### src/panel_bus_defs.vh
`ifndef PANEL_BUS_DEFS_VH
`define PANEL_BUS_DEFS_VH

// bus mode codes on mode_in
`define MODE_W 3
`define MODE_ASYNC_EN 3'h0
`define MODE_ASYNC_SPLIT 3'h1
`define MODE_SYNC_EN 3'h2
`define MODE_SYNC_SPLIT 3'h3
`define MODE_PER_DEVICE 3'h4

// shared address/data bus
`define BUS_W 16

// timing word per chip select: setup, strobe, hold in bus clock ticks
`define TIM_W 12
`define PHASE_W 4
`define TIM_SETUP_LSB 0
`define TIM_STROBE_LSB 4
`define TIM_HOLD_LSB 8

// transaction kinds
`define KIND_W 2
`define KIND_ADDR_WR 2'h0
`define KIND_DATA_WR 2'h1
`define KIND_DATA_RD 2'h2
`define KIND_STATUS_RD 2'h3

// chip select indices
`define CS_0 1'h0
`define CS_1 1'h1

// highest internal bus clock rate, kHz
`define BUS_CLK_MAX_KHZ 42000

// data buffer depth
`define BUF_DEPTH 2
`define BUF_CNT_W 2

`endif

### src/bus_clock_sampler.v
`timescale 1ns/100ps
// brings the internal bus clock into the ref clock domain and marks its rising edges
module bus_clock_sampler (
  // clock and reset
  input wire ref_clk_in,
  input wire reset_in,
  // raw bus clock from outside the domain
  input wire bus_clk_in,
  // synchronised level and one-cycle rising edge pulse
  output reg level_out,
  output reg rise_out
);

  reg meta_q;
  reg sync_q;

  // two-flop synchroniser; the edge logic compares sync_q with its one-cycle delayed copy level_out
  always @(posedge ref_clk_in or posedge reset_in) begin
    if (reset_in) begin
      meta_q <= 1'b0;
      sync_q <= 1'b0;
      level_out <= 1'b0;
      rise_out <= 1'b0;
    end else begin
      meta_q <= bus_clk_in;
      sync_q <= meta_q;
      level_out <= sync_q;
      rise_out <= sync_q & ~level_out;
    end
  end

endmodule // bus_clock_sampler

### src/word_buffer2.v
`timescale 1ns/100ps
`include "panel_bus_defs.vh"
// two-entry buffer; a stalled reader never drops a word
module word_buffer2 #(
  parameter WIDTH = 16
) (
  // clock and reset
  input wire ref_clk_in,
  input wire reset_in,
  // filling side
  input wire in_valid_in,
  input wire [WIDTH-1:0] in_data_in,
  output reg in_ready_out,
  // draining side
  output wire out_valid_out,
  output wire [WIDTH-1:0] out_data_out,
  input wire out_ready_in
);

  reg [WIDTH-1:0] mem_q [0:`BUF_DEPTH-1];
  reg wr_ptr_q;
  reg rd_ptr_q;
  reg [`BUF_CNT_W-1:0] cnt_q;
  reg [`BUF_CNT_W-1:0] cnt_d;
  wire push;
  wire pop;

  assign out_valid_out = (cnt_q != {`BUF_CNT_W{1'b0}});
  assign out_data_out = mem_q[rd_ptr_q];
  assign push = in_valid_in & in_ready_out;
  assign pop = out_valid_out & out_ready_in;

  // occupancy after this cycle's push and pop
  always @* begin
    cnt_d = cnt_q;
    if (push && !pop)
      cnt_d = cnt_q + 2'h1;
    else if (pop && !push)
      cnt_d = cnt_q - 2'h1;
  end

  // ready is registered so the port comes from a flop
  always @(posedge ref_clk_in or posedge reset_in) begin
    if (reset_in) begin
      wr_ptr_q <= 1'b0;
      rd_ptr_q <= 1'b0;
      cnt_q <= {`BUF_CNT_W{1'b0}};
      in_ready_out <= 1'b0;
    end else begin
      if (push)
        wr_ptr_q <= ~wr_ptr_q;
      if (pop)
        rd_ptr_q <= ~rd_ptr_q;
      cnt_q <= cnt_d;
      in_ready_out <= (cnt_d != `BUF_DEPTH);
    end
  end

  // storage has no reset; valid gates every read of it
  always @(posedge ref_clk_in) begin
    if (push)
      mem_q[wr_ptr_q] <= in_data_in;
  end

endmodule // word_buffer2

### src/lcd_character_panel_bus_master.v
`timescale 1ns/100ps
`include "panel_bus_defs.vh"
// Notes on behaviour
// RQ1 - asynchronous modes serve two chip selects, each with its own timing, same strobe style
// RQ2 - synchronous modes serve only chip select 0, with programmable timing
// RQ3 - generic 16-bit interleaved address/data master, no stall input from outside
// RQ4 - dma transfers are data writes only, sourced from frame buffer 0
// RQ5 - cpu issues data cycles and command/address cycles through the ports
// RQ6 - internal bus clock may run up to 42 MHz
// RQ7 - pixel-clock and hsync pins become strobe/direction or read/write strobe by mode
// RQ8 - vsync carries latch enable; ac-bias and memory-clock pins carry selects or enables
// RQ9 - per-device mode holds latch enable low for commands; address port write starts one
// RQ10 - per-device mode: direction selects read or write, enable 0 strobes device 0
// RQ11 - per-device read data must be valid the bus cycle before enable 0 drops
// RQ12 - address goes out first, latched outside, then data completes the transaction
// RQ13 - enable modes: direction high for reads, low for writes incl. address latch write
// RQ14 - cpu write to address port drives the address with latch enable high
// RQ15 - cpu write to data port is a data cycle, latch enable low, strobe pulsed
// RQ16 - chip select 0 is active through both address and data cycles
// RQ17 - cpu read of data port starts data read, latch enable low, direction high
// RQ18 - enable modes: read data valid the bus cycle before the strobe drops
// RQ19 - cpu read of address port is status read: no address, latch enable high, strobe
// RQ20 - data buffer enable low while write data is on the bus, high otherwise
// RQ21 - split modes: write strobe clocks write data in during the data cycle
// RQ22 - split modes: read data valid the bus cycle before the read strobe drops
// RQ23 - split modes status read: latch enable, chip select 0, read strobe pulsed
// RQ24 - cpu read completes only after sampled data is in the returned register
// RQ25 - synchronous modes: every bus output moves with the driven memory clock
module lcd_character_panel_bus_master (
  // clock and reset
  input wire ref_clk_in,
  input wire reset_in,
  // configuration
  input wire [`MODE_W-1:0] mode_in,
  input wire [`TIM_W-1:0] cs0_timing_in,
  input wire [`TIM_W-1:0] cs1_timing_in,
  // internal bus clock source
  input wire bus_clk_in,
  // cpu port access
  input wire cpu_req_in,
  input wire cpu_write_in,
  input wire cpu_addr_port_in,
  input wire cpu_cs_in,
  input wire [`BUS_W-1:0] cpu_wdata_in,
  output reg cpu_ack_out,
  output reg [`BUS_W-1:0] cpu_rdata_out,
  // dma data stream from frame buffer 0
  input wire dma_enable_in,
  input wire dma_valid_in,
  input wire [`BUS_W-1:0] dma_data_in,
  output wire dma_ready_out,
  // status
  output reg busy_out,
  // panel pins
  output reg pclk_pin_out,
  output reg hsync_pin_out,
  output reg vsync_pin_out,
  output reg ac_bias_pin_out,
  output reg memory_clk_pin_out,
  output reg data_buffer_out_en_n_out,
  // shared address/data bus, two-way
  input wire [`BUS_W-1:0] data_in,
  output reg [`BUS_W-1:0] data_out,
  output reg data_oe_n_out
);

  localparam ST_IDLE = 4'h1;
  localparam ST_SETUP = 4'h2;
  localparam ST_STROBE = 4'h4;
  localparam ST_HOLD = 4'h8;

  // mode decoding used by the engine and by the pin mapping
  function is_sync;
    input [`MODE_W-1:0] m;
    begin
      is_sync = (m == `MODE_SYNC_EN) || (m == `MODE_SYNC_SPLIT);
    end
  endfunction

  function is_split;
    input [`MODE_W-1:0] m;
    begin
      is_split = (m == `MODE_ASYNC_SPLIT) || (m == `MODE_SYNC_SPLIT);
    end
  endfunction

  function is_pde;
    input [`MODE_W-1:0] m;
    begin
      is_pde = (m == `MODE_PER_DEVICE);
    end
  endfunction

  // picks one phase length out of a timing word
  function [`PHASE_W-1:0] phase_len;
    input [`TIM_W-1:0] tim;
    input integer lsb;
    begin
      phase_len = tim[lsb +: `PHASE_W];
    end
  endfunction

  reg [3:0] state_q;
  reg [`PHASE_W-1:0] cnt_q;
  reg [`KIND_W-1:0] kind_q;
  reg cs_q;
  reg from_cpu_q;
  reg [`MODE_W-1:0] mode_q;
  reg [`TIM_W-1:0] tim_q;
  reg [`BUS_W-1:0] wdata_q;
  reg [`BUS_W-1:0] din_meta_q;
  reg [`BUS_W-1:0] din_sync_q;
  wire bus_level;
  wire bus_tick;
  wire buf_valid;
  wire [`BUS_W-1:0] buf_data;
  wire buf_take;
  wire cpu_take;
  wire phase_end;
  wire [`TIM_W-1:0] cpu_tim;
  wire cpu_cs_eff;

  // bus clock edges pace every phase; at 100 MHz sampling the usable rate sits well below
  // the 42 MHz ceiling, which only a faster reference would reach [RQ6]
  bus_clock_sampler u_bus_clk (
    .ref_clk_in(ref_clk_in),
    .reset_in(reset_in),
    .bus_clk_in(bus_clk_in),
    .level_out(bus_level),
    .rise_out(bus_tick)
  );

  // dma words wait here while a cpu cycle or a slow bus holds the engine
  word_buffer2 #(
    .WIDTH(`BUS_W)
  ) u_dma_buf (
    .ref_clk_in(ref_clk_in),
    .reset_in(reset_in),
    .in_valid_in(dma_valid_in),
    .in_data_in(dma_data_in),
    .in_ready_out(dma_ready_out),
    .out_valid_out(buf_valid),
    .out_data_out(buf_data),
    .out_ready_in(buf_take)
  );

  // synchronous modes reach only chip select 0 [RQ2]
  assign cpu_cs_eff = is_sync(mode_in) ? `CS_0 : cpu_cs_in;
  // each chip select carries its own timing [RQ1]
  assign cpu_tim = (cpu_cs_eff == `CS_1) ? cs1_timing_in : cs0_timing_in;
  // the cpu wins arbitration; a cycle starts only on a bus clock edge [RQ5] [RQ25]
  assign cpu_take = bus_tick && (state_q == ST_IDLE) && cpu_req_in && !cpu_ack_out;
  // dma moves data words only, always to chip select 0 [RQ4]
  assign buf_take = bus_tick && (state_q == ST_IDLE) && !cpu_take && dma_enable_in && buf_valid;
  assign phase_end = bus_tick && (cnt_q == {`PHASE_W{1'b0}});

  // read data arrives from a pin and crosses two flops before use
  always @(posedge ref_clk_in or posedge reset_in) begin
    if (reset_in) begin
      din_meta_q <= {`BUS_W{1'b0}};
      din_sync_q <= {`BUS_W{1'b0}};
    end else begin
      din_meta_q <= data_in;
      din_sync_q <= din_meta_q;
    end
  end

  // transaction engine: setup, strobe, hold, each counted in bus clock ticks;
  // nothing outside can lengthen a phase [RQ3]
  always @(posedge ref_clk_in or posedge reset_in) begin
    if (reset_in) begin
      state_q <= ST_IDLE;
      cnt_q <= {`PHASE_W{1'b0}};
      kind_q <= `KIND_DATA_WR;
      cs_q <= `CS_0;
      from_cpu_q <= 1'b0;
      mode_q <= `MODE_ASYNC_EN;
      tim_q <= {`TIM_W{1'b0}};
      wdata_q <= {`BUS_W{1'b0}};
      cpu_ack_out <= 1'b0;
      cpu_rdata_out <= {`BUS_W{1'b0}};
      busy_out <= 1'b0;
    end else begin
      cpu_ack_out <= 1'b0;
      case (state_q)
        ST_IDLE: begin
          if (cpu_take) begin
            // port and direction pick the cycle kind [RQ9] [RQ14] [RQ15] [RQ17] [RQ19]
            if (cpu_write_in)
              kind_q <= cpu_addr_port_in ? `KIND_ADDR_WR : `KIND_DATA_WR;
            else
              kind_q <= cpu_addr_port_in ? `KIND_STATUS_RD : `KIND_DATA_RD;
            cs_q <= cpu_cs_eff;
            from_cpu_q <= 1'b1;
            mode_q <= mode_in;
            tim_q <= cpu_tim;
            wdata_q <= cpu_wdata_in; // address or data goes out on the shared bus [RQ12]
            cnt_q <= phase_len(cpu_tim, `TIM_SETUP_LSB);
            state_q <= ST_SETUP;
            busy_out <= 1'b1;
          end else if (buf_take) begin
            kind_q <= `KIND_DATA_WR; // [RQ4]
            cs_q <= `CS_0;
            from_cpu_q <= 1'b0;
            mode_q <= mode_in;
            tim_q <= cs0_timing_in;
            wdata_q <= buf_data;
            cnt_q <= phase_len(cs0_timing_in, `TIM_SETUP_LSB);
            state_q <= ST_SETUP;
            busy_out <= 1'b1;
          end
        end
        ST_SETUP: begin
          if (phase_end) begin
            cnt_q <= phase_len(tim_q, `TIM_STROBE_LSB);
            state_q <= ST_STROBE;
          end else if (bus_tick) begin
            cnt_q <= cnt_q - 4'h1;
          end
        end
        ST_STROBE: begin
          if (phase_end) begin
            // last strobe tick: the far end has had data valid for a bus cycle
            // [RQ11] [RQ18] [RQ22]
            if (kind_q == `KIND_DATA_RD || kind_q == `KIND_STATUS_RD)
              cpu_rdata_out <= din_sync_q; // [RQ24]
            cnt_q <= phase_len(tim_q, `TIM_HOLD_LSB);
            state_q <= ST_HOLD;
          end else if (bus_tick) begin
            cnt_q <= cnt_q - 4'h1;
          end
        end
        ST_HOLD: begin
          if (phase_end) begin
            // the answer follows the capture, never precedes it [RQ24]
            cpu_ack_out <= from_cpu_q;
            state_q <= ST_IDLE;
            busy_out <= 1'b0;
          end else if (bus_tick) begin
            cnt_q <= cnt_q - 4'h1;
          end
        end
        default: begin
          state_q <= ST_IDLE;
          busy_out <= 1'b0;
        end
      endcase
    end
  end

  reg active;
  reg strobe;
  reg is_wr;
  reg ale;
  reg dir;
  reg sel0;
  reg sel1;
  reg pclk_d;
  reg hsync_d;
  reg ac_bias_d;
  reg memclk_d;

  // pin functions per mode; all levels active high
  always @* begin
    active = (state_q != ST_IDLE);
    strobe = (state_q == ST_STROBE);
    is_wr = (kind_q == `KIND_ADDR_WR) || (kind_q == `KIND_DATA_WR);
    // latch enable marks address writes and status reads [RQ14] [RQ19] [RQ23]
    ale = active && (kind_q == `KIND_ADDR_WR || kind_q == `KIND_STATUS_RD);
    if (is_pde(mode_q))
      ale = 1'b0; // commands run with latch enable low [RQ9]
    // direction high for reads, low for any write incl. address [RQ13] [RQ17] [RQ10]
    dir = active && !is_wr;
    // select held over the whole cycle [RQ16] [RQ1]
    sel0 = active && (cs_q == `CS_0);
    sel1 = active && (cs_q == `CS_1);
    // strobe pins [RQ7] [RQ15] [RQ21]
    if (is_pde(mode_q)) begin
      pclk_d = 1'b0;
      hsync_d = dir;
    end else if (is_split(mode_q)) begin
      pclk_d = strobe && !is_wr;
      hsync_d = strobe && is_wr;
    end else begin
      pclk_d = strobe;
      hsync_d = dir;
    end
    // select and enable pins [RQ8] [RQ10]
    if (is_pde(mode_q)) begin
      ac_bias_d = strobe && sel0;
      memclk_d = strobe && sel1;
    end else if (is_sync(mode_q)) begin
      ac_bias_d = sel0;
      memclk_d = bus_level; // [RQ25]
    end else begin
      ac_bias_d = sel0;
      memclk_d = sel1;
    end
    // in idle the memory clock still runs in synchronous modes
    if (!active && !is_sync(mode_q))
      memclk_d = 1'b0;
  end

  // every pin leaves through one flop; strobes follow the memory clock pin by one cycle [RQ25]
  always @(posedge ref_clk_in or posedge reset_in) begin
    if (reset_in) begin
      pclk_pin_out <= 1'b0;
      hsync_pin_out <= 1'b0;
      vsync_pin_out <= 1'b0;
      ac_bias_pin_out <= 1'b0;
      memory_clk_pin_out <= 1'b0;
      data_out <= {`BUS_W{1'b0}};
      data_oe_n_out <= 1'b1;
      data_buffer_out_en_n_out <= 1'b1;
    end else begin
      pclk_pin_out <= pclk_d;
      hsync_pin_out <= hsync_d;
      vsync_pin_out <= ale; // [RQ8]
      ac_bias_pin_out <= ac_bias_d;
      memory_clk_pin_out <= memclk_d;
      data_out <= wdata_q; // [RQ12]
      // buffer opens only while write data stands on the bus [RQ20]
      data_oe_n_out <= !(active && is_wr);
      data_buffer_out_en_n_out <= !(active && is_wr); // [RQ20]
    end
  end

endmodule // lcd_character_panel_bus_master

### config.mk
export PLATFORM = sky130hd
export DESIGN_NAME = lcd_character_panel_bus_master
export DESIGN_NICKNAME = d
export VERILOG_FILES = /design/src/bus_clock_sampler.v /design/src/word_buffer2.v /design/src/lcd_character_panel_bus_master.v
export VERILOG_INCLUDE_DIRS = /design/src
export SDC_FILE = /design/constraint.sdc
export NUM_CORES = 1
export LEC_CHECK = 0
export CAP_MARGIN = 5
export CORE_AREA = 10 10 108 110
export DETAILED_ROUTE_END_ITERATION = 16
export DIE_AREA = 0 0 118 120
export DONT_BUFFER_PORTS = 1
export GPL_ROUTABILITY_DRIVEN = 0
export PLACE_DENSITY = 0.79
export SETUP_SLACK_MARGIN = 0.1
export SLEW_MARGIN = 20
export SYNTH_ARGS = -nofsm -noshare
export SYNTH_HDL_FRONTEND = slang
export SYNTH_SLANG_ARGS = --single-unit
### constraint.sdc
create_clock -name ref_clk_in -period 4.15 [get_ports ref_clk_in]
set_input_delay 0.415 -clock ref_clk_in [delete_from_list [all_inputs] [get_ports ref_clk_in]]
set_output_delay 0.415 -clock ref_clk_in [all_outputs]
set_load 0.01 [all_outputs]
======== Word level (Yosys, flattened, before mapping) ========
Memory sizes are Yosys's and may differ from the RTL's.
Cells that the tools add are included.
storage, ports and cells
  register bits ........................... 124
  latch bits .............................. 0
  memory bits (writable) .................. 32
  bits in read-only memories .............. 0
  input bits .............................. 84
  output and inout port bits .............. 42
  word-level logic and storage cells ...... 152
  memories kept ........................... 1
memories
  memory           depth  width  read ports  clocked after Yosys merged registers in  write ports  RTL line           RTL
  u_dma_buf.mem_q  2      16     1           0                                        1            word_buffer2.v:20  reg [WIDTH-1:0] mem_q [0:`BUF_DEPTH-1];
operators by class
  $add $sub $neg .......................... 3
  multiply operators ...................... 0
  div/mod/pow operators ................... 0
  $lt $le $gt $ge ......................... 0
  equal/unequal tests ..................... 20
  shift operators ......................... 0
  muxes and demuxes ....................... 48
  bitwise gates (word level) .............. 8
  reduce and logical (&&, ||, !) cells .... 44
operators by type and width
  cell                                            number
  2-to-1 mux 4 bit                                11
  2-to-1 mux 12 bit                               3
  2-to-1 mux 16 bit                               2
  case mux 4 bit (4 select lines)                 2
  2-to-1 mux 1 bit                                22
  logical AND 1 bit                               19
  == test 3 x 2 -> 1 bit (second input constant)  4
  2-to-1 mux 2 bit                                5
  != test 2 bit (second input constant)           5
  AND reduction 3 bit                             3
  zero test 1 bit                                 8
  logical OR 1 bit                                6
  2-to-1 mux 3 bit                                2
  NOT 1 bit                                       5
  == test 2 bit (second input constant)           2
  == test 4 x 1 -> 1 bit (second input constant)  1
  == test 4 x 2 -> 1 bit (second input constant)  1
  == test 4 x 3 -> 1 bit (second input constant)  1
  == test 4 bit (second input constant)           1
  zero test 4 bit                                 1
  != test 4 x 1 -> 1 bit (second input constant)  1
  AND reduction 4 bit                             1
  nonzero test 2 bit                              2
  nonzero test 4 bit                              1
  other kinds (12)                                14

======== Depth between registers and ports, before layout ========
  word-level depth ........................ 13
  depth in mapped cells ................... 8
  depth with buffers taken out ............ 7

======== Cells and area by module ========
From an unflattened synthesis, not the netlist that was laid out.
unflattened totals
  cell total of the unflattened synthesis .. 423
  area, all modules ....................... 5904.4 µm²
modules (own cells, without submodules)
  module                          instances  cells an instance  area each (µm²)  sequential area each (µm²)
  lcd_character_panel_bus_master  1          337                4331.7           2781.4
  word_buffer2                    1          80                 1455.1           1086.0
  bus_clock_sampler               1          6                  117.6            100.1

======== Worst setup path after synthesis ========
No wires, ideal clock.
  kind .................................... reg-to-reg
  from .................................... register cnt_q[1]
  to ...................................... register cpu_rdata_out[0]
  setup time .............................. 0.125 ns
  arrival time ............................ 1.939 ns
  required time ........................... 4.025 ns
  slack ................................... 2.086 ns
  cell stages (with the launch flop) ...... 7
  buffers on the path ..................... 1
  period minus slack after synthesis ...... 2.064 ns
  path through ............................ dfrtp_1 > inv_1 > ha_1 > or4bb_1 > nor3_4 > buf_4 > mux2_2
between the ends
  cells in the longest elaborated chain, start to end .. 3
ends and longest elaborated chain
  item                                  RTL line                              RTL
  start, declared                       lcd_character_panel_bus_master.v:104  reg [`PHASE_W-1:0] cnt_q;
  start signal, assigned                lcd_character_panel_bus_master.v:173  cnt_q <= {`PHASE_W{1'b0}};
  start signal, assigned                lcd_character_panel_bus_master.v:198  cnt_q <= phase_len(cpu_tim, `TIM_SETUP_LSB);
  start signal, assigned                lcd_character_panel_bus_master.v:208  cnt_q <= phase_len(cs0_timing_in, `TIM_SETUP_LSB);
  zero test 4 bit                       lcd_character_panel_bus_master.v:155  assign phase_end = bus_tick && (cnt_q == {`PHASE_W{1'b0}});
  logical AND 1 bit                     lcd_character_panel_bus_master.v:155
  AND reduction 3 bit (no source line)  --
  end signal, assigned                  lcd_character_panel_bus_master.v:181  cpu_rdata_out <= {`BUS_W{1'b0}};
  end signal, assigned                  lcd_character_panel_bus_master.v:226  cpu_rdata_out <= din_sync_q;
  end, declared                         lcd_character_panel_bus_master.v:46   output reg [`BUS_W-1:0] cpu_rdata_out,
Every way passes these cells.
A chain may end at the register's enable or synchronous reset.

======== Final worst setup path ========
  from .................................... register cnt_q[1]
  to ...................................... register cpu_rdata_out[13]
The elaborated chain is that of the path after synthesis.

==> results.txt <==
----------------------------------------------------
[Run status]
  Result of the run ... finished, final reports clean

[Clock tree]
  Cts hold-fix bufs ... 35
  Clock insertion delay at the later pin of the skew report ... 520 ps
  Clock-pin slew reported for the worst setup and hold paths after clock tree synthesis ... roughly 60 ps
  Number of levels the H-tree was split into ... 4
  Clock Sink Count ... about 150
  Number of buffers created by CTS ... 17
  Bufs on Longest Clock Path ... 2
  TritonCTS clock tree ... yes
  Post_cts resized ... 0
  Clock tree root buffer cell ... sky130_fd_sc_hd__clkbuf_8
  Total setup buffers inserted after CTS ... 0

[Routing]
  Total via count in the routed design ... about 3400
  DR WL/cell ... about 19 µm
  Violation count after the first detailed-routing iteration ... between 200 and 250
  Length of the first detailed-routing pass in iterations ... 4
  Residual DRC ... 0
  Antenna Violating Nets Remaining ... 0
  Via density per instance ... ~5.5
  Final Routed Wirelength ... between 10000 and 15000 µm

[Flow run]
  # Max-Cap Violations ... 0

[Critical path]
  Arrival time at the worst endpoint ... approximately 3000 ps
  Register-to-register path setup slack ... about 1500 ps
  Critical path origin ... cnt_q[1]
  Kind of cell with the highest combined delay on the critical path ... simple AND/OR/NAND/NOR gates
  Sort of element at the end of the critical path ... flop
  Startpoint of the lowest-slack register-to-register path ... cnt_q[1]
  CP startpoint kind ... flop
  Crit Path Max Fanout ... 16
  Cells along the critical path ... inv_1, ha_1, or4bb_1, nor3_4, mux2_2
  Crit path kind ... reg -> reg
  Delay of the slowest cell on the worst path ... 760 ps
  Critical Path Stages ... 5
  Required @ worst endpoint ... 4550 ps
  Worst path bufs/invs ... 1
  Capture point of the worst reg-to-reg path ... cpu_rdata_out[13]
  Critical path endpoint ... cpu_rdata_out[13]
  Standard cell with the maximum stage delay on the critical path ... sky130_fd_sc_hd__nor3_4
  R2R depth ... 5

[Power]
  Final Total Pwr ... around 4200 µW
  Max VDD drop ... about 0.45 mV
  Static leakage power ... 0.00307 µW
  Power per cell area ... a little over 600 mW/mm²

[STA]
  Final Hold Viols ... 0
  Unrepaired setup endpoints after global routing ... false
  Clk_skew ... slightly below 10 ps
  Number of endpoints failing setup at the final stage ... 0
  Number of pins exceeding their max-slew limit in the final report ... 0
  Max_slew headroom ... between 30 and 40%
  Min Tclk post-route ... about 2600 ps
  Fmax ... approximately 0.38 GHz
  Setup tns final ... 0 ps
  Worst slew pin tran ... approximately 990 ps
  Part of the cycle the worst path needs ... 63.3%

[GRT]
  Total track usage ... ~18%
  Antenna violations before repair ... 1
  Vias in the first global route ... approximately 3600
  Wire length of the first global-routing pass ... between 15000 and 20000 µm
  Pin count of the biggest net entering global routing ... 51
  Gr ovfl total ... 0

[Synthesis]
  Number of nets produced by synthesis ... 521
  Prevailing post-synth register cell ... sky130_fd_sc_hd__dfrtp_1
  Number of warning messages in the yosys log ... 0
  Post-synthesis instance area ... just under 0.006 mm²
  Library cells used by synthesis ... ~50
  Sequential fraction of the synthesis area ... between 60% and 70%
  Async set-or-reset flop fraction in the synthesized netlist ... 78.9%
  Average cell area after synthesis ... 13.4 µm²
  Register bit count reported by yosys ... about 150
  EDFF count, synth ... 32
  Count of mapped cells out of synthesis ... 430

[Placed design]
  Input/output buffers ... 0
  Final HPWL DP ... 7960 µm
  Placed cell count ... roughly 550

[Cells and area]
  Number of antenna diodes ... 0
  Post-Layout Cell Count ... a little over 600
  Most common cell after layout, fill and taps aside ... sky130_fd_sc_hd__dfrtp_1
  Fraction of final layout cells sized beyond drive strength 1 ... between 10% and 20%
  Nets@finish ... 560
  Layout Area Growth over Synthesis ... 17.8%
  Top library cells by usage in the layout, fill and taps aside ... sky130_fd_sc_hd__dfrtp_1, sky130_fd_sc_hd__nand2_1, sky130_fd_sc_hd__o21ai_0

[Floorplanning]
  Overall die area ... roughly 0.014 mm²
  Std cell rows ... 36
  Starting density of the core ... between 60% and 70%
  Total core area ... roughly 0.0095 mm²
  Count of boundary I/O pins ... 126
  Vertical die dimension ... roughly 120 µm
  Horizontal die dimension ... 118 µm

[Min path]
  Min-Delay Path Class ... in -> reg
  Hold Path Cell Cnt ... 1
  Launch point of the worst hold path ... mode_in[2]

----------------------------------------------------
through the flow:
stage | area [µm²] | setup WS (ps) | hold WS (ps) | util, %
after global routing | 6810 | 1380 | 17.1 | 71.3
after global placement | 5880 | 1660 | 333 | 61.6
after CTS | 6810 | 1500 | 21.9 | 71.3
after detailed placement | 5890 | 1530 | 335 | 61.7
final | 6810 | 1520 | 50.7 | 71.3
after floorplan | 5780 | 554 | 331 | -
cell usage after synthesis, types with 2 or more instances:
| master | count | area, µm² |
|---|---|---|
| sky130_fd_sc_hd__dfrtp_1 | 117 | 2930 |
| sky130_fd_sc_hd__nand2_1 | 56 | 210 |
| sky130_fd_sc_hd__o21ai_0 | 51 | 255 |
| sky130_fd_sc_hd__edfxtp_1 | 32 | 961 |
| sky130_fd_sc_hd__mux2i_1 | 26 | 260 |
| sky130_fd_sc_hd__mux2_2 | 22 | 248 |
| sky130_fd_sc_hd__clkbuf_1 | 12 | 45.0 |
| sky130_fd_sc_hd__nor2_1 | 11 | 41.3 |
| sky130_fd_sc_hd__inv_1 | 9 | 33.8 |
| sky130_fd_sc_hd__a21oi_1 | 8 | 40.0 |
| sky130_fd_sc_hd__ha_1 | 7 | 87.6 |
| sky130_fd_sc_hd__nor2b_1 | 7 | 43.8 |
| sky130_fd_sc_hd__a22oi_1 | 6 | 45.0 |
| sky130_fd_sc_hd__nor3_1 | 6 | 30.0 |
| sky130_fd_sc_hd__buf_4 | 4 | 30.0 |
| sky130_fd_sc_hd__o211ai_1 | 4 | 30.0 |
| sky130_fd_sc_hd__dfstp_2 | 3 | 78.8 |
| sky130_fd_sc_hd__nand2b_1 | 3 | 18.8 |
| sky130_fd_sc_hd__nand3_1 | 3 | 15.0 |
| sky130_fd_sc_hd__xnor2_1 | 3 | 26.3 |
| sky130_fd_sc_hd__a211oi_1 | 2 | 15.0 |
| sky130_fd_sc_hd__and3_1 | 2 | 12.5 |
| sky130_fd_sc_hd__and3b_1 | 2 | 17.5 |
| sky130_fd_sc_hd__buf_2 | 2 | 10.0 |
| sky130_fd_sc_hd__nand4_1 | 2 | 12.5 |
| sky130_fd_sc_hd__nor4b_1 | 2 | 17.5 |
| sky130_fd_sc_hd__o21ai_1 | 2 | 10.0 |
| sky130_fd_sc_hd__o21bai_1 | 2 | 15.0 |
| sky130_fd_sc_hd__xor2_1 | 2 | 17.5 |
logic make-up (layout without fill, tap and decap cells):
group / Yosys count / count (layout) / synth area share [%]
fa+ha+maj: 7 / 7 / 1.52
simple gates: 105 / 105 / 9.29
xor+xnor: 5 / 5 / 0.758
mux: 49 / 49 / 8.98
buf+inv: 28 / 80 / 2.25
compound gates: 84 / 84 / 8.55
flops: 152 / 152 / 68.7
cell type report:
class	instances	area [µm²]
flip-flops and latches	152	3970
inverters	9	36.3
clock buffers	24	502
well taps	133	166
clock inverters	8	67.6
fillers	627	2740
repair buffers	39	380
multi-input cells	250	1690
worst register-to-register path: stages, from the launching register on:
cell                      delay [ps]
sky130_fd_sc_hd__dfrtp_1         410
sky130_fd_sc_hd__inv_1           130
sky130_fd_sc_hd__ha_1            170
sky130_fd_sc_hd__or4bb_1         620
sky130_fd_sc_hd__nor3_4          760
sky130_fd_sc_hd__mux2_2          430
state kept, by name (all words and copies together) (netlist names), 2 cells and up:
| signal | flops |
|---|---|
| kind_q | 2 |
| is_pde.m | 3 |
| cpu_rdata_out | 16 |
| u_dma_buf.cnt_q | 2 |
| din_sync_q | 16 |
| u_dma_buf.mem_q | 32 |
| data_out | 16 |
| state_q | 4 |
| din_meta_q | 16 |
| wdata_q | 16 |
| tim_q | 8 |
| cnt_q | 4 |
worst min path at each step:
stage                     to  slack, ps
3_3_place_gp   din_sync_q[2]        330
3_5_place_dp   din_sync_q[5]        330
5_1_grt          is_pde.m[2]         20
4_1_cts          is_pde.m[2]         20
6_report         is_pde.m[2]         50
2_1_floorplan  din_sync_q[0]        330
report_power, final:
part	switching (µW)	internal (µW)	leakage [µW]
logic	321	274	0.000996
clock network	546	888	0.000286
registers	287	1890	0.00178
per-layer routing:
metal / GRT usage (%) / wire length (µm) / share of wire (%)
met5: 0 / 13 / 0.11
met4: 7.57 / 191 / 1.6
met3: 8.02 / 959 / 8.1
met2: 29.3 / 6170 / 52
met1: 19.0 / 4540 / 38
Note: power is estimated with default switching activity, not from simulation.
